`src/rtl/rcf_pkg.sv`:
```
// Purpose: Shared constants and types for the reset-cause flag block
// Assumes: Byte addresses on a 32-bit Avalon-MM slave, one word per register
// Notes:   Flag layout is reused by the interrupt status and enable registers
package rcf_pkg;

  // ----------------------------------------------------------------------
  // Register map
  // ----------------------------------------------------------------------
  localparam logic [3:0] RCF_OFS_FLAGS    = 4'h0;
  localparam logic [3:0] RCF_OFS_IRQ_STAT = 4'h4;
  localparam logic [3:0] RCF_OFS_IRQ_CLR  = 4'h8;
  localparam logic [3:0] RCF_OFS_IRQ_EN   = 4'hC;

  // ----------------------------------------------------------------------
  // Field positions and reset values
  // ----------------------------------------------------------------------
  localparam int RCF_BIT_OVF   = 7;
  localparam int RCF_BIT_UNF   = 6;
  localparam int RCF_BIT_PIN   = 3;
  localparam int RCF_BIT_INSTR = 2;
  localparam int RCF_BIT_POR   = 1;
  localparam int RCF_BIT_BOR   = 0;

  localparam logic [7:0] RCF_FLAGS_RST  = 8'h0C;
  localparam logic [7:0] RCF_IMPL_MASK  = 8'hCF;
  localparam logic [7:0] RCF_IRQ_RST    = 8'h00;
  localparam logic [7:0] RCF_RDATA_RST  = 8'h00;
  localparam int         RCF_NUM_ASYNC  = 3;

  // ----------------------------------------------------------------------
  // Types
  // ----------------------------------------------------------------------
  typedef struct packed {
    logic [RCF_NUM_ASYNC-1:0] s1;
    logic [RCF_NUM_ASYNC-1:0] s2;
  } rcf_sync_state_t;

  typedef struct packed {
    logic [7:0]               flags;
    logic [7:0]               irq_stat;
    logic [7:0]               irq_en;
    logic [7:0]               rdata;
    logic                     waitreq;
    logic                     irq;
    logic [RCF_NUM_ASYNC-1:0] async_prev;
  } rcf_state_t;

  typedef struct packed {
    logic [3:0]  address;
    logic        read;
    logic        write;
    logic [31:0] writedata;
    logic [3:0]  byteenable;
  } rcf_bus_req_t;

endpackage

```
`src/rtl/rcf_reset_cause.sv`:
```
// Purpose: Reset-cause flag register with Avalon-MM access and interrupt
// Assumes: Stack and reset-instruction events are one-cycle sys_clk pulses;
//          power-on, brown-out and pin levels are asynchronous
// Notes:   rst_n stands for the power-on state of the flags
// Notes on behaviour
// - Stack overflow sets the top flag; power-on or brown-out clear it.
// - Stack underflow sets its flag; power-on or brown-out clear it.
// - A master-clear pin reset drives its flag low; it reads 1 at power-on.
// - A reset instruction clears its flag; it reads 1 at power-on.
// - Power-on clears its flag, other resets leave it; software sets it.
// - Brown-out or power-on clears the brown-out flag; software sets it.
// - The two unused bits ignore writes and read zero.
// - Each flag moves only by its own event, a power-on or brown-out, or a direct software write.
// - Every reset source keeps a flag of its own.
`timescale 1ns/1ps
`default_nettype none
module rcf_reset_cause
  import rcf_pkg::*;
(
  // Clock, reset, enable
  input  wire logic        sys_clk,
  input  wire logic        rst_n,
  input  wire logic        clk_en,
  // Avalon-MM slave
  input  wire logic [3:0]  avs_address,
  input  wire logic        avs_read,
  input  wire logic        avs_write,
  input  wire logic [31:0] avs_writedata,
  input  wire logic [3:0]  avs_byteenable,
  output logic      [31:0] avs_readdata,
  output logic             avs_waitrequest,
  // Reset sources
  input  wire logic        stack_overflow_evt,
  input  wire logic        stack_underflow_evt,
  input  wire logic        reset_instr_evt,
  input  wire logic        master_clear_pin_n,
  input  wire logic        power_on_req,
  input  wire logic        brownout_req,
  // Flags and interrupt
  output logic [7:0]       reset_cause_flags,
  output logic             irq
);

  rcf_state_t               st_reg;
  rcf_state_t               st_next;
  rcf_bus_req_t             req;
  logic [RCF_NUM_ASYNC-1:0] async_sync;
  logic [7:0]               evt;
  logic                     pin_evt;
  logic                     por_evt;
  logic                     bor_evt;
  logic                     bus_ack;
  logic                     wr_commit;

  // ----------------------------------------------------------------------
  // Synchronisers
  // ----------------------------------------------------------------------
  // Lane 0 carries the inverted pin so that all lanes idle low
  rcf_sync2 u_sync (
    .sys_clk   (sys_clk),
    .rst_n     (rst_n),
    .clk_en    (clk_en),
    .async_in  ({brownout_req, power_on_req, ~master_clear_pin_n}),
    .rst_level (3'h0),
    .sync_out  (async_sync)
  );

  // ----------------------------------------------------------------------
  // Event decode
  // ----------------------------------------------------------------------
  assign req = '{address:    avs_address,
                 read:       avs_read,
                 write:      avs_write,
                 writedata:  avs_writedata,
                 byteenable: avs_byteenable};

  // Rising edges only, so a held reset level counts once
  assign pin_evt = async_sync[0] & ~st_reg.async_prev[0];
  assign por_evt = async_sync[1] & ~st_reg.async_prev[1];
  assign bor_evt = async_sync[2] & ~st_reg.async_prev[2];

  // One event bit per flag position
  always_comb begin
    evt                = 8'h00;
    evt[RCF_BIT_OVF]   = stack_overflow_evt;
    evt[RCF_BIT_UNF]   = stack_underflow_evt;
    evt[RCF_BIT_PIN]   = pin_evt;
    evt[RCF_BIT_INSTR] = reset_instr_evt;
    evt[RCF_BIT_POR]   = por_evt;
    evt[RCF_BIT_BOR]   = bor_evt;
  end

  // Request was sampled last edge; answer now with waitrequest low
  assign bus_ack   = (req.read | req.write) & ~st_reg.waitreq;
  assign wr_commit = bus_ack & req.write & req.byteenable[0];

  // ----------------------------------------------------------------------
  // Next state
  // ----------------------------------------------------------------------
  always_comb begin
    st_next = st_reg;
    if (clk_en) begin
      st_next.async_prev = async_sync;

      // Bus handshake: one wait cycle, then one answer cycle
      st_next.waitreq = ~((req.read | req.write) & st_reg.waitreq);
      if ((req.read | req.write) & st_reg.waitreq) begin
        case (req.address[3:2])
          RCF_OFS_FLAGS[3:2]:    st_next.rdata = st_reg.flags;
          RCF_OFS_IRQ_STAT[3:2]: st_next.rdata = st_reg.irq_stat;
          RCF_OFS_IRQ_EN[3:2]:   st_next.rdata = st_reg.irq_en;
          default:               st_next.rdata = RCF_RDATA_RST;
        endcase
      end

      // Software writes first, so hardware events win below
      if (wr_commit) begin
        case (req.address[3:2])
          RCF_OFS_FLAGS[3:2]:
            st_next.flags = req.writedata[7:0] & RCF_IMPL_MASK;
          RCF_OFS_IRQ_CLR[3:2]:
            st_next.irq_stat = st_reg.irq_stat & ~req.writedata[7:0];
          RCF_OFS_IRQ_EN[3:2]:
            st_next.irq_en = req.writedata[7:0] & RCF_IMPL_MASK;
          default: ;
        endcase
      end

      // Power-on or brown-out restores the power-up view of the others
      if (por_evt | bor_evt) begin
        st_next.flags[RCF_BIT_OVF]   = 1'b0;
        st_next.flags[RCF_BIT_UNF]   = 1'b0;
        st_next.flags[RCF_BIT_PIN]   = 1'b1;
        st_next.flags[RCF_BIT_INSTR] = 1'b1;
        st_next.flags[RCF_BIT_BOR]   = 1'b0;
      end
      if (por_evt) begin
        st_next.flags[RCF_BIT_POR] = 1'b0;
      end
      // Each cause touches only its own flag
      if (stack_overflow_evt) begin
        st_next.flags[RCF_BIT_OVF] = 1'b1;
      end
      if (stack_underflow_evt) begin
        st_next.flags[RCF_BIT_UNF] = 1'b1;
      end
      if (pin_evt) begin
        st_next.flags[RCF_BIT_PIN] = 1'b0;
      end
      if (reset_instr_evt) begin
        st_next.flags[RCF_BIT_INSTR] = 1'b0;
      end

      // Set wins over a clear landing in the same cycle
      st_next.irq_stat = st_next.irq_stat | evt;
      st_next.irq      = |(st_next.irq_stat & st_next.irq_en);
    end
  end

  // ----------------------------------------------------------------------
  // State register
  // ----------------------------------------------------------------------
  always_ff @(posedge sys_clk or negedge rst_n) begin
    if (!rst_n) begin
      st_reg.flags      <= RCF_FLAGS_RST;
      st_reg.irq_stat   <= RCF_IRQ_RST;
      st_reg.irq_en     <= RCF_IRQ_RST;
      st_reg.rdata      <= RCF_RDATA_RST;
      st_reg.waitreq    <= 1'b1;
      st_reg.irq        <= 1'b0;
      st_reg.async_prev <= 3'h0;
    end else begin
      st_reg <= st_next;
    end
  end

  assign avs_readdata      = {24'h00_0000, st_reg.rdata};
  assign avs_waitrequest   = st_reg.waitreq;
  assign reset_cause_flags = st_reg.flags;
  assign irq               = st_reg.irq;
endmodule
`default_nettype wire

```
`src/rtl/rcf_sync2.sv`:
```
// Purpose: Two-flop synchronisers for the asynchronous reset-source levels
// Assumes: Inputs are levels that stay put for several clocks
// Notes:   Only the second stage leaves this module
`timescale 1ns/1ps
`default_nettype none
module rcf_sync2
  import rcf_pkg::*;
(
  // Clock and reset
  input  wire logic                     sys_clk,
  input  wire logic                     rst_n,
  input  wire logic                     clk_en,
  // Levels
  input  wire logic [RCF_NUM_ASYNC-1:0] async_in,
  input  wire logic [RCF_NUM_ASYNC-1:0] rst_level,
  output logic      [RCF_NUM_ASYNC-1:0] sync_out
);

  rcf_sync_state_t st_reg;
  rcf_sync_state_t st_next;

  // ----------------------------------------------------------------------
  // Stage shift, one lane per input
  // ----------------------------------------------------------------------
  always_comb begin
    st_next = st_reg;
    if (clk_en) begin
      st_next.s1 = async_in;
      st_next.s2 = st_reg.s1;
    end
  end

  // One register process keeps a single driver on the stage struct
  always_ff @(posedge sys_clk or negedge rst_n) begin
    if (!rst_n) begin
      st_reg <= '0;
    end else begin
      st_reg <= st_next;
    end
  end

  // Idle level of each lane after reset is a tie-off from the parent
  genvar gi;
  generate
    for (gi = 0; gi < RCF_NUM_ASYNC; gi++) begin : g_lane
      assign sync_out[gi] = st_reg.s2[gi] ^ rst_level[gi];
    end
  endgenerate

endmodule
`default_nettype wire
```
`config.mk`:
```
export PLATFORM = sky130hd
export DESIGN_NAME = rcf_reset_cause
export DESIGN_NICKNAME = d
export VERILOG_FILES = /design/src/rtl/rcf_pkg.sv /design/src/rtl/rcf_reset_cause.sv /design/src/rtl/rcf_sync2.sv
export SDC_FILE = /design/constraint.sdc
export NUM_CORES = 1
export LEC_CHECK = 0
export ABC_AREA = 1
export BUFFER_PORTS_ARGS = -buffer_cell sky130_fd_sc_hd__buf_2
export CAP_MARGIN = 15
export CORE_MARGIN = 10
export CORE_UTILIZATION = 49
export DETAILED_ROUTE_END_ITERATION = 12
export PLACE_DENSITY_LB_ADDON = 0.12
export SLEW_MARGIN = 20
export SYNTH_ARGS = -nofsm -noshare
export SYNTH_HDL_FRONTEND = slang
export SYNTH_SLANG_ARGS = --single-unit
```
`constraint.sdc`:
```
create_clock -name sys_clk -period 1.7 [get_ports sys_clk]
set_input_delay 0.34 -clock sys_clk [delete_from_list [all_inputs] [get_ports sys_clk]]
set_output_delay 0.34 -clock sys_clk [all_outputs]
set_load 0.05 [all_outputs]
```
==> flow_summary.ini, run 1 <==
[sta]
grt_setup_unrepaired = false
finalCriticalPeriod_ns = 1.445
fin_hold_ws_ns = 0.2225
timing.final.hold_violations = 0
skew_ns = 0.01245
timing.final.max_slew_violations = 0
achievable-frequency_ghz = 0.6920
layout_setup_ws_ns = 0.2548
finalSetupTns_ns = 0
finalCritPeriodShare_pct = 85.01
final-setup-viol-count = 0

[pwr]
report.power.total_mw = 2.865
ir_drop_v = 0.0005765
powerDensity_nw_per_um2 = 1098
power.static_leakage_nw = 1.429

[synth]
synth_top_cell_by_area = sky130_fd_sc_hd__dfrtp_1
synth_enable_flop_cells = 0
synth-async-reset-ratio_pct = 100.0
synth_xor_xnor_area_share_pct = 0
post-synth-top-count-cell = sky130_fd_sc_hd__nand2_1
avgSynthCellArea_um2 = 8.068
syn-cell-area_um2 = 2396
synth_fa_ha_area_share_pct = 0
yosys.cell_types.count = 30
synthDominantCellAreaShare_pct = 39.69
postSynth.topFlopCell = sky130_fd_sc_hd__dfrtp_1
post_synth_most_frequent_cells = sky130_fd_sc_hd__nand2_1, sky130_fd_sc_hd__buf_4, sky130_fd_sc_hd__dfrtp_1, sky130_fd_sc_hd__inv_1, sky130_fd_sc_hd__o21ai_0
post_synth_and_or_nand_nor_area_fraction_pct = 23.24
main_combinational_cell_family_by_area_after_synthesis = simple AND/OR/NAND/NOR gates
syn-instance-count = 297
post_synth_mux_area_share_pct = 2.350
synth-compound-area-share_pct = 10.86
post_synth_main_area_contributors = sky130_fd_sc_hd__dfrtp_1, sky130_fd_sc_hd__buf_4, sky130_fd_sc_hd__nand2_1, sky130_fd_sc_hd__inv_1, sky130_fd_sc_hd__o21ai_0
synth_seq_cells = 41
synth-seq-area-share_pct = 42.98
synth_warnings = 0

[global_routing]
via_count_of_the_first_global_routing_pass = 1884
grt_start_max_net_pins = 23
grt_overflow = 0
global_route_wire_length_before_repair_mm = 8.997
antenna_violations_before_repair = 0
grtUsageTotal_pct = 13.41

[detailed_routing]
first_pass_iters = 4
detailedRoute.firstIterationViolations = 100
antenna_left = 0
viasPerCell = 4.691
drc_errors = 0
routedWlPerCell_um = 13.68
wl_mm = 5.445
routed-via-count = 1867

[clocking]
clock_buffer_depth = 2
cts_made_buffers = 5
post-cts-setup-buffers = 0
resized_gates_after_cts = 0
htree_levels = 2
cts_tree = built
holdBufCountCts = 1
clk_latency_ns = 0.30
clk_root_buffer_cell = sky130_fd_sc_hd__clkbuf_8
clock-sinks = 41
clk_transition_reported_paths_ns = 0.09

[floorplan]
initial_utilization_pct = 50.73
fp-row-count = 25
dieWidth_um = 89.93
fp.dieH_um = 89.93
boundaryPins = 93
design.core.area_um2 = 4723
design.die.area_um2 = 8087

[worst_setup_path]
worstSetupStartpointType = flop
critical_path.max_fanout = 7
crit_family = flip-flops
cp_data_required_time_ns = 1.87
criticalPathCategory = flop to flop
critPathBufInv = 2
slowest_stage_cell_cp = sky130_fd_sc_hd__dfstp_2
cpPeakStageDelay_ns = 0.55
timing.critical_path.cells = inv_1 -> nor3_4 -> buf_4 -> mux2_2
timing.critical_path.to_type = flop
worst-endpoint-arrival_ns = 1.62

[placement]
post-place-cells = 389
pre_cts_slack_ns = 0.1706
post-dp-hpwl_mm = 4.281
port_buffers = 37
globalplace.congestion = 0.8337
placed_cell_area_um2 = 2509

[cells_and_area]
post-route-cell-area_um2 = 2609
final_core_util_pct = 55.23
finalNetCount = 381
layout-drive-gt1-share_pct = 25.98
largest_register_ff_count = 19
diodes = 0
finalNonFillerCells = 398
layout-area-overhead-vs-synth_pct = 8.877

[run_status]
outcome = complete, no violations

[hold_path]
hold_class = input pin to flop

[flow_run]
number_of_max_cap_violations = 0
==> worst reg2reg max path: stages, from the launching register on <==
cell                      delay, ns
sky130_fd_sc_hd__dfstp_2       0.55
sky130_fd_sc_hd__inv_1         0.09
sky130_fd_sc_hd__nor3_4        0.18
sky130_fd_sc_hd__buf_4         0.18
sky130_fd_sc_hd__mux2_2        0.33
==> layer usage <==
metal	wire [µm]	global-route usage [%]	vias up
met3	368	3.990	11
met1	2458	16.63	854
li1	-	-	944
met4	108	4.907	0
met2	2510	21.49	58
met5	0	0	-
==> worst paths after layout <==
path,endpoint,start,slack (ns),depth (start not counted)
worst min register to register,u_sync.st_reg[4],u_sync.st_reg[4],0.48,2
worst max register to register,avs_readdata[1],avs_waitrequest,0.25,4
worst min-delay path,u_sync.st_reg[3],master_clear_pin_n,0.22,2
max in group asynchronous,avs_waitrequest,rst_n,0.60,3
worst max-delay path,avs_readdata[1],avs_waitrequest,0.25,4
min in group asynchronous,u_sync.st_reg[2],rst_n,0.49,2
==> placed cells by master, fill, tap and decap left out, drive strengths merged <==
cell type    netlist  layout
a21oi              5       5
a22oi              2       2
a31oi              2       2
buf               45      47
clkbuf             2       8
clkinv             1       1
conb               1      26
dfrtp             38      38
dfstp              3       3
dlygate4sd3        0       1
inv               38      38
mux2               5       5
nand2             82      82
nand3             12      12
nand4              3       3
nor2              22      22
nor3               1       1
o21ai             29      29
o221ai             4       4
o22ai              2       2
==> power by group <==
part	switching, mW	internal (mW)	leakage [nW]
Clock	0.327	0.331	0.0455
Combinational	0.736	0.252	0.876
Sequential	0.0800	1.14	0.507
Total	1.14	1.72	1.43
==> logic make-up (layout without fill, tap and decap cells) <==
| family | count (synthesis) | in the layout |
|---|---|---|
| multiplexers | 5 | 5 |
| AND/OR/NAND/NOR | 120 | 120 |
| buffers and inverters | 86 | 95 |
| AO/OA/AOI/OAI | 44 | 44 |
| other | 1 | 26 |
| flip-flops | 41 | 41 |
==> area by class of cell <==
cell class	instances	area, µm²
multi-input cells	195	970.9
flip-flops and latches	41	1030
fillers	462	2115
repair buffers	48	282.8
well taps	67	83.83
clock buffers	8	90.09
inverters	39	151.4
Note: power is estimated with default switching activity, not from simulation.
==> inputs of run 2 (changes only) <==
- CORE_MARGIN: 10 -> default
==> run 2 against run 1 <==
  * Power rose by 1.3%
  * Final cell count down 0.50%
  * Design area is 0.24% higher
  * Via count is 2.2% lower
  * Critical path type unchanged
  * Critical endpoint unchanged
==> flow_summary.ini, run 2 (synthesis results as in run 1) <==
[run_status]
outcome = complete, no violations

[floorplan]
boundaryPins = 93
design.die.area_um2 = 5173
dieWidth_um = 71.93
design.core.area_um2 = 4723
fp-row-count = 25
initial_utilization_pct = 50.73
fp.dieH_um = 71.93

[detailed_routing]
detailedRoute.firstIterationViolations = 93
viasPerCell = 4.609
antenna_left = 0
routed-via-count = 1825
drc_errors = 0
first_pass_iters = 4
wl_mm = 4.792
routedWlPerCell_um = 12.10

[sta]
slew-limit-headroom_pct = 65.30
timing.final.max_slew_violations = 0
finalSetupTns_ns = 0
grt_setup_unrepaired = false
finalCritPeriodShare_pct = 84.79
finalCriticalPeriod_ns = 1.441
tightest_slew_ns = 0.5204
final-setup-viol-count = 0
timing.final.hold_violations = 0
skew_ns = 0.007101
achievable-frequency_ghz = 0.6938

[worst_setup_path]
criticalPathCategory = flop to flop
cp_data_required_time_ns = 1.88
worst_setup_path_startpoint = avs_waitrequest
timing.reg2reg.setup_slack_ns = 0.26
reg_to_reg_critical_path_endpoint = avs_readdata[1]
timing.critical_path.to_type = flop
rr_worst_depth = 4
worst-endpoint-arrival_ns = 1.63
critical_path.max_fanout = 7
r2r-start = avs_waitrequest
worstSetupStartpointType = flop

[clocking]
clk_latency_ns = 0.29
cts_tree = built
clock-sinks = 41
holdBufCountCts = 0
post-cts-setup-buffers = 0
resized_gates_after_cts = 0
clk_transition_reported_paths_ns = 0.08
cts_made_buffers = 5
htree_levels = 2
clk_root_buffer_cell = sky130_fd_sc_hd__clkbuf_8
clock_buffer_depth = 2

[global_routing]
antenna_violations_before_repair = 0
global_route_wire_length_before_repair_mm = 8.135
grtUsageTotal_pct = 20.93
via_count_of_the_first_global_routing_pass = 1673
grt_overflow = 0
grt_start_max_net_pins = 23

[cells_and_area]
diodes = 0
layout-drive-gt1-share_pct = 26.44
layout-area-overhead-vs-synth_pct = 9.138
finalNetCount = 379
final_cell_mix = sky130_fd_sc_hd__nand2_1, sky130_fd_sc_hd__dfrtp_1, sky130_fd_sc_hd__buf_2
largest_register_ff_count = 19
layout.cells.most_common = sky130_fd_sc_hd__nand2_1

[pwr]
report.power.total_mw = 2.902
power.static_leakage_nw = 1.433
powerDensity_nw_per_um2 = 1110
ir_drop_v = 0.0005133

[placement]
port_buffers = 37
post-dp-hpwl_mm = 3.647
globalplace.congestion = 0.8180

[flow_run]
number_of_max_cap_violations = 0

[hold_path]
hold_class = input pin to asynchronous set/reset pin
## run 2: per-layer routing
layer | track usage, % | up-vias | wire length, µm
li1 | - | 935 | -
met1 | 28.38 | 822 | 2262
met2 | 34.17 | 63 | 2181
met3 | 3.889 | 5 | 286
met4 | 6.754 | 0 | 62
met5 | 0 | - | 0
## run 2: where the power goes
part / internal, mW / leakage, nW / switching [mW]
logic: 0.252 / 0.872 / 0.730
registers: 1.14 / 0.507 / 0.0773
clock network: 0.367 / 0.0542 / 0.338
total: 1.76 / 1.43 / 1.14
## run 2: worst max-delay path, stage by stage (launching register included)
cell	delay [ns]
sky130_fd_sc_hd__dfstp_2	0.55
sky130_fd_sc_hd__inv_1	0.09
sky130_fd_sc_hd__nor3_4	0.18
sky130_fd_sc_hd__buf_4	0.18
sky130_fd_sc_hd__mux2_2	0.34
## run 2: worst max-delay path by stage
stage | to | cells past startpoint
floorplan | avs_readdata[1] | 4
global placement | irq | 10
detailed placement | avs_readdata[7] | 5
CTS | irq | 8
global route | irq | 8
finish | avs_readdata[1] | 4
## run 2: final cells by class
type	count	area, µm²
timing repair buffer	46	277.8
fill	475	2108
clock buffer	7	96.34
sequential	41	1030
clock inverter	1	5.005
inverter	39	151.4
multi-input combinational	195	970.9
tap	67	83.83
## run 2: metrics by stage
step	cells	utilization [%]	hold WS, ns	cell area, µm²	worst slack (ns)
2_1_floorplan	322	-	0.04441	2490	0.02751
3_3_place_gp	388	53.22	0.3413	2514	0.1918
3_5_place_dp	388	53.22	0.3426	2514	0.1853
4_1_cts	396	55.36	0.02491	2615	0.2490
5_1_grt	396	55.36	0.04808	2615	0.1520
6_report	396	55.36	0.01361	2615	0.2586
